==> src/stx_map.vh <==
// register map, field positions and timing constants of the transmit-only serial shifter
// Notes on behaviour
// - transmit only; two modes: stopped, or two-wire send on clock and data pins
// - enable low: no shifting, bit counter held clear, pins left to port use
// - stopped mode: shift register acts as plain read/write storage
// - clock field 00 external pin; 01, 10, 11 main clock divided by 4, 8, 16
// - data goes out eight bits at a time, each bit with the serial clock
// - most significant bit always goes first
// - shift on each serial clock falling edge; output latch drives the data pin
// - transfer begins at a falling clock edge that presents the first bit
// - after eight bits the block halts itself and sets the done flag
// - data write starts a transfer only if enabled and clock idle or high
// - raising enable after data already written does not start a transfer
// - reset clears the mode register: stopped, external clock selected
// - enabled: shifting allowed, counter counts serial clocks, spare pins stay ports
// - bit counter counts serial clock falling edges, internal or external, to find eight bits
`ifndef STX_MAP_VH
`define STX_MAP_VH
`define STX_ADDR_MODE     16'hFF66
`define STX_ADDR_SHIFT    16'hFF67
`define STX_MODE_RESET    8'h00
`define STX_BIT_ENABLE    7
`define STX_BIT_CLKSEL_HI 1
`define STX_BIT_CLKSEL_LO 0
`define STX_MODE_WMASK    8'h83
`define STX_CLK_EXT       2'h0
`define STX_HALF_DIV4     5'h02
`define STX_HALF_DIV8     5'h04
`define STX_HALF_DIV16    5'h08
`define STX_BITS          4'h8
`endif

==> src/stx_shifter.v <==
// transmit-only clocked serial shifter with mode register and done flag
`timescale 1ns/100ps
`default_nettype none
`include "stx_map.vh"
module stx_shifter (
  // clock and reset
  input  wire        clock,
  input  wire        reset,
  // cpu register port
  input  wire [15:0] reg_addr,
  input  wire        reg_write,
  input  wire        reg_read,
  input  wire [7:0]  reg_wdata,
  output reg  [7:0]  reg_rdata,
  // done flag
  output reg         tx_done_irq_flag,
  input  wire        tx_done_irq_clear,
  // pin direction and port latches
  input  wire        clock_pin_direction,
  input  wire        data_pin_direction,
  input  wire        clock_port_pin,
  input  wire        data_port_pin,
  // serial clock pin
  input  wire        serial_clock_pin_in,
  output reg         serial_clock_pin_out,
  output reg         serial_clock_pin_oe,
  // serial data out pin
  output reg         serial_data_out_pin,
  output reg         serial_data_out_oe,
  // status
  output reg         tx_busy
);

  ////////////////////////////////////////////////////////////////////////////
  reg  [7:0] serial_tx_mode_control;
  reg  [7:0] tx_shift_register;
  reg  [3:0] bit_count;
  reg  [4:0] div_count;
  reg        int_clk;
  reg        data_latch;
  reg  [2:0] ext_sync;
  reg        ext_level;
  wire       serial_tx_enable = serial_tx_mode_control[`STX_BIT_ENABLE];
  wire [1:0] clk_sel = {serial_tx_mode_control[`STX_BIT_CLKSEL_HI],
                        serial_tx_mode_control[`STX_BIT_CLKSEL_LO]};
  wire       external = (clk_sel == `STX_CLK_EXT);
  reg  [4:0] half_period;

  always @* begin
    case (clk_sel)
      2'h1:    half_period = `STX_HALF_DIV4;
      2'h2:    half_period = `STX_HALF_DIV8;
      default: half_period = `STX_HALF_DIV16;
    endcase
  end

  wire wr_mode  = reg_write && (reg_addr == `STX_ADDR_MODE);
  wire wr_shift = reg_write && (reg_addr == `STX_ADDR_SHIFT);
  // clock line idle: internal clock stopped or line high after the last word
  wire line_high = external ? ext_level : int_clk;
  wire start = wr_shift && serial_tx_enable && !tx_busy && line_high;
  wire div_tick = (div_count == half_period - 5'h01);
  // falling edges: internal from divider, external once sync stages agree
  wire int_fall = tx_busy && !external && div_tick && int_clk;
  wire ext_fall = tx_busy && external && ext_level && !ext_sync[2] && !ext_sync[1];
  wire fall = int_fall || ext_fall;

  ////////////////////////////////////////////////////////////////////////////
  // pin input synchroniser; a change counts once stages two and three agree
  always @(posedge clock) begin
    if (reset) begin
      ext_sync  <= 3'h7;
      ext_level <= 1'b1;
    end else begin
      ext_sync <= {ext_sync[1], ext_sync[0], serial_clock_pin_in};
      if (ext_sync[2] == ext_sync[1])
        ext_level <= ext_sync[2];
    end
  end

  ////////////////////////////////////////////////////////////////////////////
  always @(posedge clock) begin
    if (reset) begin
      serial_tx_mode_control <= `STX_MODE_RESET;
    end else if (wr_mode) begin
      serial_tx_mode_control <= reg_wdata & `STX_MODE_WMASK;
    end
  end

  ////////////////////////////////////////////////////////////////////////////
  // transfer engine; a ninth falling edge would begin nothing, so the last
  // bit is held on the data latch until the first falling edge of the next transfer
  always @(posedge clock) begin
    if (reset) begin
      tx_shift_register <= 8'h00;
      bit_count         <= 4'h0;
      div_count         <= 5'h00;
      int_clk           <= 1'b1;
      data_latch        <= 1'b0;
      tx_busy           <= 1'b0;
      tx_done_irq_flag  <= 1'b0;
    end else begin
      if (!serial_tx_enable) begin
        bit_count <= 4'h0;
        tx_busy   <= 1'b0;
        int_clk   <= 1'b1;
        div_count <= 5'h00;
        if (wr_shift)
          tx_shift_register <= reg_wdata;
      end else if (start) begin
        tx_shift_register <= reg_wdata;
        bit_count         <= 4'h0;
        div_count         <= 5'h00;
        tx_busy           <= 1'b1;
      end else if (tx_busy) begin
        if (!external) begin
          div_count <= div_tick ? 5'h00 : div_count + 5'h01;
          if (div_tick)
            int_clk <= !int_clk;
        end
        if (fall) begin
          data_latch        <= tx_shift_register[7];
          tx_shift_register <= {tx_shift_register[6:0], 1'b0};
          bit_count         <= bit_count + 4'h1;
        end
        // stop on the rising edge that ends the eighth bit
        if (bit_count == `STX_BITS && line_high && !fall) begin
          tx_busy <= 1'b0;
        end
      end
      if (tx_busy && serial_tx_enable && bit_count == `STX_BITS && line_high && !fall)
        tx_done_irq_flag <= 1'b1;
      else if (tx_done_irq_clear)
        tx_done_irq_flag <= 1'b0;
    end
  end

  ////////////////////////////////////////////////////////////////////////////
  // pins: serial function only while enabled, port latches otherwise
  always @(posedge clock) begin
    if (reset) begin
      serial_clock_pin_out <= 1'b1;
      serial_clock_pin_oe  <= 1'b0;
      serial_data_out_pin  <= 1'b0;
      serial_data_out_oe   <= 1'b0;
      reg_rdata            <= 8'h00;
    end else begin
      serial_clock_pin_oe <= !clock_pin_direction;
      serial_data_out_oe  <= !data_pin_direction;
      // master clock idles high; port latch is expected to be 0
      serial_clock_pin_out <= (serial_tx_enable && !external) ? (int_clk | clock_port_pin)
                                                              : clock_port_pin;
      serial_data_out_pin  <= serial_tx_enable ? (data_latch | data_port_pin) : data_port_pin;
      if (reg_read && reg_addr == `STX_ADDR_MODE)
        reg_rdata <= serial_tx_mode_control;
      else if (reg_read && reg_addr == `STX_ADDR_SHIFT)
        reg_rdata <= tx_shift_register;
      else
        reg_rdata <= 8'h00;
    end
  end

endmodule
`default_nettype wire

==> config.mk <==
export PLATFORM = sky130hd
export DESIGN_NAME = stx_shifter
export DESIGN_NICKNAME = d
export VERILOG_FILES = /design/src/stx_shifter.v
export VERILOG_INCLUDE_DIRS = /design/src
export SDC_FILE = /design/constraint.sdc
export NUM_CORES = 1
export LEC_CHECK = 0
export ABC_AREA = 0
export ABC_CLOCK_PERIOD_IN_PS = 2300
export BUFFER_PORTS_ARGS = -buffer_cell sky130_fd_sc_hd__buf_2
export CAP_MARGIN = 15
export CORE_UTILIZATION = 51
export CTS_CLUSTER_DIAMETER = 40
export CTS_CLUSTER_SIZE = 40
export DETAILED_ROUTE_END_ITERATION = 7
export GPL_ROUTABILITY_DRIVEN = 0
export PLACE_DENSITY_LB_ADDON = 0.15
export SYNTH_ARGS = -nofsm -noshare
export SYNTH_HDL_FRONTEND = slang
export SYNTH_SLANG_ARGS = --single-unit
==> constraint.sdc <==
create_clock -name clock -period 2.3 [get_ports clock]
set_input_delay 0.23 -clock clock [delete_from_list [all_inputs] [get_ports clock]]
set_output_delay 0.23 -clock clock [all_outputs]
set_load 0.01 [all_outputs]
* Yosys cells after proc, flatten, opt, wreduce, memory -nomap -nowiden
Cells that the tools add are included.
Operators by class: add/subtract/negate cells 3, equal/unequal tests 9, mux-type cells 17, bitwise logic cells 6, reductions and logical operators 41
Operator list (number):
- 2-to-1 mux 8 bit | 7
- == test 16 bit (second input constant) | 2
- logical AND 1 bit | 21
- zero test 1 bit | 8
- 2-to-1 mux 1 bit | 8
- case mux 4 bit (2 select lines) | 1
- AND reduction 4 bit | 2
- OR reduction 3 bit | 2
- adder 5 x 1 -> 5 bit (second input constant) | 1
- == test 5 bit | 1
- 2-to-1 mux 5 bit | 1
- subtractor 5 x 1 -> 5 bit (second input constant) | 1
- adder 4 x 1 -> 4 bit (second input constant) | 1
- == test 4 bit (second input constant) | 1
- inverter 1 bit | 4
- AND reduction 2 bit | 2
- nonzero test 2 bit | 2
- inequality test 3 x 1 -> 1 bit (second input constant) | 1
- inequality test 3 x 2 -> 1 bit (second input constant) | 1
- AND reduction 3 bit | 1
- == test 2 x 1 -> 1 bit (second input constant) | 1
- == test 2 bit (second input constant) | 1
- zero test 2 bit | 1
- OR 1 bit | 2
- 3 further kinds | 3
Word-level totals: register bits 40, output and inout bits 14

* Longest topological paths before layout
Gate-level depths: netlist of the first run.
word-level depth 12, gate-level depth with buffers 9

* Worst setup path before layout of the first run
No wires, ideal clock.
path type register -> register, from register serial_tx_mode_control[0], to register tx_done_irq_flag, arrival time 1.948 ns, data required time 2.229 ns, path slack 0.282 ns, cell stages (with the launch flop) 8, buffers on the path 0, cell sequence dfxtp_1 > inv_1 > ha_1 > xnor2_1 > nor4_4 > or2_1 > or4_1 > a21oi_1
Between the ends: longest elaborated chain between the ends 10, elaborated cells between the ends (all ways) 21, those cells by class 1 x add/sub; 3 x eq/ne; 3 x mux; 14 x reduce/logical
RTL lines:
- start: declaration | RTL line stx_shifter.v:35 | reg [7:0] serial_tx_mode_control;
- start signal: assignment | RTL line stx_shifter.v:84 | serial_tx_mode_control <= `STX_MODE_RESET;
- start signal: assignment | RTL line stx_shifter.v:86 | serial_tx_mode_control <= reg_wdata & `STX_MODE_WMASK;
- == test 2 bit / == test 2 x 1 -> 1 bit (equally long branches) | RTL line stx_shifter.v:50 | case (clk_sel)
- case mux 4 bit (2 select lines) | RTL line stx_shifter.v:50
- subtractor 5 x 1 -> 5 bit | RTL line stx_shifter.v:62 | wire div_tick = (div_count == half_period - 5'h01);
- == test 5 bit | RTL line stx_shifter.v:62
- logical AND 1 bit (2 in a row) | RTL line stx_shifter.v:64 | wire int_fall = tx_busy && !external && div_tick && int_clk;
- logical OR 1 bit | RTL line stx_shifter.v:66 | wire fall = int_fall || ext_fall;
- zero test 1 bit | RTL line stx_shifter.v:131 | if (tx_busy && serial_tx_enable && bit_count == `STX_BITS && line_high && !fall)
- logical AND 1 bit * | RTL line stx_shifter.v:131
- 2-to-1 mux 1 bit / nonzero test 2 bit (equally long branches)
- end signal: assignment | RTL line stx_shifter.v:101 | tx_done_irq_flag <= 1'b0;
- end signal: assignment | RTL line stx_shifter.v:132 | tx_done_irq_flag <= 1'b1;
- end signal: assignment | RTL line stx_shifter.v:134 | tx_done_irq_flag <= 1'b0;
- end: declaration | RTL line stx_shifter.v:16 | output reg tx_done_irq_flag,
Every way passes the cells marked *; elsewhere a longest branch is shown, timed or not. A chain may end at the register's enable or synchronous reset.

* Worst setup path in the final report of the first run
from register serial_tx_mode_control[0], to register tx_shift_register[3]
Between the ends: longest elaborated chain between the ends 9, elaborated cells between the ends (all ways) 22, those cells by class 1 x add/sub; 5 x eq/ne; 4 x mux; 12 x reduce/logical
RTL lines:
- == test 2 bit / == test 2 x 1 -> 1 bit (equally long branches) | RTL line stx_shifter.v:50
- case mux 4 bit (2 select lines) | RTL line stx_shifter.v:50
- subtractor 5 x 1 -> 5 bit | RTL line stx_shifter.v:62
- == test 5 bit | RTL line stx_shifter.v:62
- logical AND 1 bit (2 in a row) | RTL line stx_shifter.v:64
- logical OR 1 bit | RTL line stx_shifter.v:66
- inequality test 3 x 1 -> 1 bit (no line)
- AND reduction 3 bit (no line)
- end signal: assignment | RTL line stx_shifter.v:109 | tx_shift_register <= reg_wdata;
- end signal: assignment | RTL line stx_shifter.v:111 | tx_shift_register <= reg_wdata;
- end signal: assignment | RTL line stx_shifter.v:123 | tx_shift_register <= {tx_shift_register[6:0], 1'b0};
- end: declaration | RTL line stx_shifter.v:36 | reg [7:0] tx_shift_register;
Parallel ways exist; a longest one is shown, timed or not.

==> results of run 1 <==
sequential cells by signal, summed over array words and instances, names as in the netlist, 3 cells and up:
| signal | cells |
|---|---|
| reg_rdata | 8 |
| bit_count | 4 |
| div_count | 5 |
| serial_tx_mode_control | 3 |
| ext_sync | 3 |
| tx_shift_register | 8 |
power groups by stage:
stage,clock [uW],sequential (uW),combinational (uW)
floorplan,0,718,23.8
global placement,0,716,62.8
detailed placement,0,716,63.7
CTS,375,700,64.2
global route,406,701,72.2
finish,371,700,65.1
worst max-delay path: cells and delay by family, from the launching register on:
| kind | cells | cell delay [ns] |
|---|---|---|
| buf+inv | 2 | 0.21 |
| compound gates | 2 | 0.41 |
| simple gates | 2 | 0.54 |
| xor+xnor | 1 | 0.17 |
| fa+ha+maj | 1 | 0.32 |
| flops | 1 | 0.39 |
worst max-delay path by stage:
stage,to,slack [ns],depth (start not counted)
global route,tx_shift_register[3]$_SDFFE_PP0P_,0.04,8
detailed placement,tx_busy$_SDFF_PP0_,0.16,8
CTS,tx_shift_register[3]$_SDFFE_PP0P_,0.09,8
floorplan,tx_done_irq_flag$_SDFFE_PP0P_,0.28,7
global placement,tx_busy$_SDFF_PP0_,0.20,8
finish,tx_shift_register[3]$_SDFFE_PP0P_,0.15,8
layer usage:
layer / up-vias / global-route usage, % / share of wire, %
met4: 0 / 5.71 / 1.0
met2: 58 / 35.4 / 44
li1: 796 / - / -
met3: 6 / 6.93 / 6.9
met1: 723 / 28.6 / 48
met5: - / 0 / 0
placed cells by master, fill, tap and decap left out, types with 6 or more instances in the layout:
cell type and instances:
buf_2 47, dfxtp_1 40, nor2_1 21, a21oi_1 15
a221oi_1 12, nor2b_1 9, mux2i_1 9, nand2_1 8
and3_1 6
metrics by stage:
stage / cell area, sq um / power (uW) / setup WS, ns
floorplan: 1800 / 742 / 0.282
global placement: 2090 / 779 / 0.203
detailed placement: 2090 / 779 / 0.157
CTS: 2140 / 1140 / 0.0883
global route: 2170 / 1180 / 0.0408
finish: 2170 / 1140 / 0.153
final cells by class:
class / count / area share (%)
multi-input cells: 138 / 43.9
flip-flops and latches: 40 / 36.9
repair buffers: 53 / 13.0
clock buffers: 8 / 2.71
well taps: 46 / 2.65
inverters: 5 / 0.864
kinds of logic (layout without fill, tap and decap cells):
family / count (synthesis) / in the layout / share of synthesized area [%]
DFF: 40 / 40 / 44.4
adders and majority gates: 5 / 5 / 3.47
and+or+nand+nor: 76 / 76 / 25.2
xor gates and xnor gates: 7 / 7 / 3.40
buffers and inverters: 13 / 66 / 3.26
muxes: 9 / 9 / 5.00
AOI/OAI and AO/OA: 41 / 41 / 15.3
repair_timing:
item,CTS,global route
endpoints found under the hold margin,0,1
setup endpoints to repair,0,9
resized for setup,0,2
buffers inserted,0,1
hold buffers,0,1
==> impl_metrics.ini, run 1 <==
[clocking]
path_clk_slew_ns = 0.11
cts_tree = built
cts.sinks = 40
clock_latency_ns = 0.35
cts_max_path_buffers = 2
root_buffer = clkbuf_4
cts_made_buffers = 5
htreeDepth = 2

[cells_and_area]
stdcell_count = 290
fill_cells = 321
register_area_sq_um = 801
nets = 282
antenna_cells = 0
drive_above_1_share_pct = 27.5
multi_input_area_sq_um = 953
synthToLayoutAreaGrowth_pct = 20.5
post-route-util_pct = 64.6

[synth]
syn_avg_cell_area_sq_um = 9.44
synthCells = 191
synth_top_area_share_pct = 44.4
synth_edf_count = 0
ys_types = 43
yosys_warnings = 0
ys.flop_type = dfxtp_1
yosys.area.top_type = dfxtp_1
ys_ff_latch = 40
synth_area_sq_mm = 0.00180
synthTopCellsByCount = dfxtp_1, nor2_1, a21oi_1
synthArstFlopShare_pct = 0
synth-seq-area-share_pct = 44.4
post-synth-top-count-cell = dfxtp_1
synth_area_leaders = dfxtp_1, a221oi_1, mux2i_1
syn-num-nets = 230

[min_path]
hp-start = data_pin_direction
min_to = serial_data_out_oe$_SDFF_PP0_
holdPathStages = 2
hold_path_class = in -> reg

[grt]
grt_max_degree = 25
grt-ovfl-total = 0
antenna_found_initial = 0
grt_pass1_vias = 1361
grt_pass1_wl_microns = 6070
grt_use_total_pct = 22.0

[critical_path]
startpoint = serial_tx_mode_control[0]$_SDFFE_PP0P_
crit_path_cell_trace = inv_1 -> ha_1 -> xnor2_2 -> nor4_4 -> or2_4 -> buf_4 -> a21oi_1 -> a221oi_1
critical_path.slowest_cell = dfxtp_1
timing.rr.end = tx_shift_register[3]$_SDFFE_PP0P_
critical_path_arrival_ns = 2.38
r2r_setup_slack_ns = 0.15
cp-end-kind = flop
r2r_start = serial_tx_mode_control[0]$_SDFFE_PP0P_
cp-start-kind = flop
required_ns = 2.54
crit_fanout = 9
max_stage_delay_ns = 0.39
path_class = reg -> reg
reg2regPathDepth = 8

[route]
drt-total-wl_microns = 3820
via_per_inst = 5.46
drtAntennaViolNets = 0
first_iter_violations = 66
routed-via-count = 1583
first_pass_iters = 4
route.detailed.drc = 0
wire_per_inst_microns = 13.2

[die]
initial_utilization_pct = 53.6
core_sq_mm = 0.00336
rows = 21
die_h_microns = 61.5
die-area_sq_mm = 0.00378
num_io_pins = 48
die_w_microns = 61.5

[timing]
setup_viol = 0
period_share_pct = 93.3
worst_slew_pin_slew_ns = 0.435
finalMaxSlewViolations = 0
hold_viol_final = 0
finalClockSkew_ns = 0.0103
rsz0062_at_grt = false
slew_headroom_pct = 70.9
whs_ns = 0.0119
setup_tns_ns = 0
post-route-min-period_ns = 2.15
max_freq_ghz = 0.466

[power_and_ir_drop]
netSwitchingFraction_pct = 22.1
pwr-share-comb_pct = 5.7
internal_power_uw = 885
pwr-share-seq_pct = 61.6
peakVddDrop_v = 0.000446
clock_power_share_pct = 32.7
pwr_density_cell_mw_per_mm2 = 523
p_sw_uw = 252
p_leak_uw = 0.000919

[place]
dp_hpwl_microns = 2740
place_inst = 280
port_buffers = 47

[run_status]
status = completed

[flow_run]
drv_cap = 0
Note: power is estimated with default switching activity, not from simulation.
==> run 2, diff against run 1 <==
--- a/config.mk
+++ b/config.mk
@@ -16,6 +16,7 @@
 export DETAILED_ROUTE_END_ITERATION = 7
 export GPL_ROUTABILITY_DRIVEN = 0
 export PLACE_DENSITY_LB_ADDON = 0.15
+export SETUP_SLACK_MARGIN = 0.5
 export SYNTH_ARGS = -nofsm -noshare
 export SYNTH_HDL_FRONTEND = slang
 export SYNTH_SLANG_ARGS = --single-unit
==> run 2 against run 1 <==
  * Hold slack better by 0.011 ns
  * Largest cell class unchanged
  * Count of clock-buffer cells in the layout is 2 lower
  * Die area stayed put
  * Highest routed layer unchanged
==> impl_metrics.ini, run 2 (synthesis gave the netlist of run 1 again) <==
[critical_path]
path_class = reg -> reg
startpoint = serial_tx_mode_control[1]$_SDFFE_PP0P_
cp-start-kind = flop
timing.rr.end = tx_shift_register[5]$_SDFFE_PP0P_
cp-end-kind = flop
critical_path_arrival_ns = 2.10
required_ns = 2.51
r2r_start = serial_tx_mode_control[1]$_SDFFE_PP0P_
r2r_setup_slack_ns = 0.41
crit_end = tx_shift_register[5]$_SDFFE_PP0P_
crit_fanout = 7
reg2regPathDepth = 8

[clocking]
htreeDepth = 2
cts.sinks = 40
clock_latency_ns = 0.35
path_clk_slew_ns = 0.11
root_buffer = clkbuf_4
cts_tree = built
cts_made_buffers = 5
cts_max_path_buffers = 2

[timing]
period_share_pct = 82.3
post-route-min-period_ns = 1.89
finalClockSkew_ns = 0.00956
fin_ws_ns = 0.406
slew_headroom_pct = 67.5
max_freq_ghz = 0.528
worst_slew_pin_slew_ns = 0.485
rsz0062_at_grt = true
setup_tns_ns = 0
setup_viol = 0
hold_viol_final = 0
finalMaxSlewViolations = 0

[route]
drt-total-wl_microns = 4160
route.detailed.drc = 0
routed-via-count = 1645
drtAntennaViolNets = 0
first_pass_iters = 4
via_per_inst = 5.58
first_iter_violations = 82
wire_per_inst_microns = 14.1

[grt]
grt_pass1_wl_microns = 6420
antenna_found_initial = 0
grt_use_total_pct = 23.7
grt_max_degree = 25
grt_pass1_vias = 1380
grt-ovfl-total = 0

[power_and_ir_drop]
pwr_density_cell_mw_per_mm2 = 477
p_leak_uw = 0.000971
peakVddDrop_v = 0.000380

[place]
port_buffers = 47
place_ws_ns = 0.278
dp_hpwl_microns = 2870

[die]
die_w_microns = 61.5
rows = 21
core_sq_mm = 0.00336
initial_utilization_pct = 53.6
die_h_microns = 61.5
num_io_pins = 48
die-area_sq_mm = 0.00378

[cells_and_area]
final_cell_mix = buf_2, dfxtp_1, nor2_1, a21oi_1
drive_above_1_share_pct = 36.5
layout_commonest_cell = buf_2
post-route-util_pct = 68.6
antenna_cells = 0
nets = 288
synthToLayoutAreaGrowth_pct = 28.0
reg.largest.list = reg_rdata (8), tx_shift_register (8), div_count (5)

[min_path]
hold_path_class = in -> reg

[flow_run]
drv_cap = 0

[run_status]
status = completed
## run 2: per-layer routing
layer | global-route usage (%) | vias to the layer above | share of wire [%]
met2 | 36.2 | 65 | 46
met5 | 0 | - | 0
li1 | - | 811 | -
met1 | 32.5 | 761 | 46
met4 | 8.57 | 0 | 1.6
met3 | 6.09 | 8 | 6.7
## run 2: how the worst min path moves through the flow
stage | startpoint | endpoint | cells past startpoint
after floorplan | clock_pin_direction | serial_clock_pin_oe$_SDFF_PP0_ | 1
after global placement | clock_pin_direction | serial_clock_pin_oe$_SDFF_PP0_ | 2
after detailed placement | clock_pin_direction | serial_clock_pin_oe$_SDFF_PP0_ | 2
after CTS | clock_pin_direction | serial_clock_pin_oe$_SDFF_PP0_ | 2
after global routing | data_pin_direction | serial_data_out_oe$_SDFF_PP0_ | 2
final | data_pin_direction | serial_data_out_oe$_SDFF_PP0_ | 2
## run 2: layout make-up
cell class | instances | area (sq um)
inverter | 5 | 18.8
clock buffer | 6 | 41.3
clock inverter | 1 | 5.00
sequential | 40 | 805
fill | 287 | 1050
multi-input combinational | 139 | 1060
tap | 46 | 57.6
timing repair buffer | 58 | 320
## run 2: what timing repair did
action | CTS | global route
setup buffers | 3 | 4
hold buffers | 0 | 1
hold endpoints to repair | 0 | 1
cloned | 1 | 0
pin swaps | 5 | 9
resized for setup | 11 | 9
setup endpoints to repair | 18 | 19
## run 2: stage by stage
stage	hold WS (ns)	total power [uW]	cell area, sq um	cells
2_1_floorplan	0.297	742	1840	191
3_3_place_gp	0.381	779	2120	279
3_5_place_dp	0.383	781	2120	279
4_1_cts	0.00503	1100	2230	290
5_1_grt	0.00443	1150	2310	295
6_report	0.0232	1100	2310	295
## run 2: critical path, cell delays in order (launching register included)
cell      delay, ns
dfxtp_2        0.36
inv_2          0.05
ha_4           0.25
xnor2_4        0.13
nor4_4         0.41
buf_4          0.18
o21ai_2        0.09
nand2_2        0.17
a221oi_1       0.11
## run 2: where the power goes
group	switching, uW	leakage [uW]	internal, uW
sequential	2.26	0.000325	698
clock	221	0.0000281	113
combinational	30.2	0.000618	36.3
total	254	0.000971	847
==> run 3, diff against run 2 <==
--- a/config.mk
+++ b/config.mk
@@ -7,10 +7,10 @@
 export NUM_CORES = 1
 export LEC_CHECK = 0
 export ABC_AREA = 0
-export ABC_CLOCK_PERIOD_IN_PS = 2300
+export ABC_CLOCK_PERIOD_IN_PS = 1500
 export BUFFER_PORTS_ARGS = -buffer_cell sky130_fd_sc_hd__buf_2
 export CAP_MARGIN = 15
-export CORE_UTILIZATION = 51
+export CORE_UTILIZATION = 46
 export CTS_CLUSTER_DIAMETER = 40
 export CTS_CLUSTER_SIZE = 40
 export DETAILED_ROUTE_END_ITERATION = 7
==> constraint.sdc (replaced) <==
create_clock -name clock -period 1.5 [get_ports clock]
set_input_delay 0.15 -clock clock [delete_from_list [all_inputs] [get_ports clock]]
set_output_delay 0.15 -clock clock [all_outputs]
set_load 0.01 [all_outputs]
==> run 3 against run 2 <==
  * The flow now finishes with violations (negative setup slack)
  * Combinational power up 110%
  * Cell area is 20% higher
  * Maximum frequency rose by 6.9%
  * Wire length up 17%
  * Critical path type unchanged
  * Largest cell class unchanged
==> impl_metrics.ini, run 3 (synthesis gave the netlist of run 1 again) <==
[route]
met3WireLength_microns = 259
routed.top_layer = met4
wl_met2_microns = 2250
route.detailed.drc = 0
drtAntennaViolNets = 0
met1Wirelength_microns = 2290
via_per_inst = 5.34
drt-total-wl_microns = 4850
first_pass_iters = 4
first_iter_violations = 102
routed-via-count = 1766
wire_per_inst_microns = 14.7

[critical_path]
cp-start-kind = flop
cp-end-kind = flop
crit_fanout = 10
critical_path_arrival_ns = 2.00
required_ns = 1.73
path_class = reg -> reg

[timing]
period_share_pct = 118
hold_viol_final = 0
rsz0062_at_grt = true
setup_viol = 21
post-route-min-period_ns = 1.77
max_freq_ghz = 0.564
finalMaxSlewViolations = 0
finalClockSkew_ns = 0.00927
slew_headroom_pct = 65.4
worst_slew_pin_slew_ns = 0.518
fin_ws_ns = -0.272

[grt]
antenna_found_initial = 0
grt_pass1_vias = 1716
grt-ovfl-total = 0
grt_use_total_pct = 24.6
grt_max_degree = 17
grt_pass1_wl_microns = 7740

[die]
rows = 22
die_w_microns = 64.6
die-area_sq_mm = 0.00417
num_io_pins = 48
die_h_microns = 64.6
core_sq_mm = 0.00372
initial_utilization_pct = 48.5

[power_and_ir_drop]
peakVddDrop_v = 0.000684
p_leak_uw = 0.00119
pwr_density_cell_mw_per_mm2 = 704

[cells_and_area]
fill_cells = 270
postLayoutCellArea_sq_mm = 0.00277
reg.largest.list = reg_rdata (8), tx_shift_register (8), div_count (5)
synthToLayoutAreaGrowth_pct = 53.6
stdcell_count = 331
multi_input_area_sq_mm = 0.00116
antenna_cells = 0
drive_above_1_share_pct = 49.1
final_cell_mix = buf_2, buf_4, dfxtp_1, nor2_1, a21oi_1
layout_commonest_cell = buf_2
register_area_sq_um = 808
nets = 321

[clocking]
cts_max_path_buffers = 2
root_buffer = clkbuf_8
path_clk_slew_ns = 0.08
clock_latency_ns = 0.29
cts_made_buffers = 5
htreeDepth = 2
cts_tree = built
cts.sinks = 40

[place]
dp_hpwl_microns = 3090
port_buffers = 47
placed_area_sq_mm = 0.00236
place_inst = 312

[run_status]
status = complete, but fails checks
violations = negative setup slack

[min_path]
hold_path_class = in -> reg

[flow_run]
drv_cap = 0
## run 3: path summary, 6_finish.rpt
| path | start | endpoint | slack (ns) | depth (start not counted) |
|---|---|---|---|---|
| setup / recovery | serial_tx_mode_control[0]$_SDFFE_PP0P_ | tx_done_irq_flag$_SDFFE_PP0P_ | -0.27 | 7 |
| setup reg to reg | serial_tx_mode_control[0]$_SDFFE_PP0P_ | tx_done_irq_flag$_SDFFE_PP0P_ | -0.27 | 7 |
| hold reg to reg | ext_sync[0]$_SDFF_PP1_ | ext_sync[1]$_SDFF_PP1_ | 0.42 | 1 |
| hold / removal | serial_clock_pin_in | ext_sync[0]$_SDFF_PP1_ | 0.04 | 2 |
## run 3: routing by layer
layer,track usage [%],vias up
li1,-,876
met1,31.6,818
met2,40.1,64
met3,6.16,8
met4,8.06,0
met5,0,-
## run 3: power by group
| part | switching [uW] | internal [uW] | leakage, uW |
|---|---|---|---|
| Combinational | 60.2 | 80.6 | 0.000819 |
| Sequential | 2.74 | 1070 | 0.000326 |
| Clock | 363 | 375 | 0.0000455 |
## run 3: area by class of cell
class / instances / area share [%]
Inverter: 5 / 0.678
Timing Repair Buffer: 91 / 22.6
Multi-Input combinational cell: 139 / 42.1
Sequential cell: 40 / 29.2
Tap cell: 48 / 2.17
Clock buffer: 8 / 3.25
## run 3: worst max-delay path: stages (launching register included)
cell	delay, ns
dfxtp_2	0.35
inv_2	0.05
ha_4	0.28
xnor2_4	0.12
nor4_4	0.07
or2_4	0.29
or4_1	0.43
a21oi_1	0.13
## run 3: repair_timing
action                     in CTS  in global routing
hold buffers                    1                  1
hold endpoints to repair        1                  1
setup buffers                   5                  3
setup endpoints to repair      34                 34
pin swaps                      11                 13
cloned                          1                  0
gates resized for setup        34                 16
## run 3: per-stage QoR
stage	TNS [ns]	hold WS [ns]	utilization (%)	setup WS [ns]	power, uW
final	-4.21	0.0414	74.5	-0.272	1950
after global routing	-6.24	0.0331	74.5	-0.394	2030
after CTS	-4.14	0.000191	71.4	-0.286	1950
after detailed placement	-7.16	0.306	63.6	-0.433	1210
after global placement	-6.98	0.301	63.6	-0.374	1210
after floorplan	-3.21	0.217	-	-0.255	1140
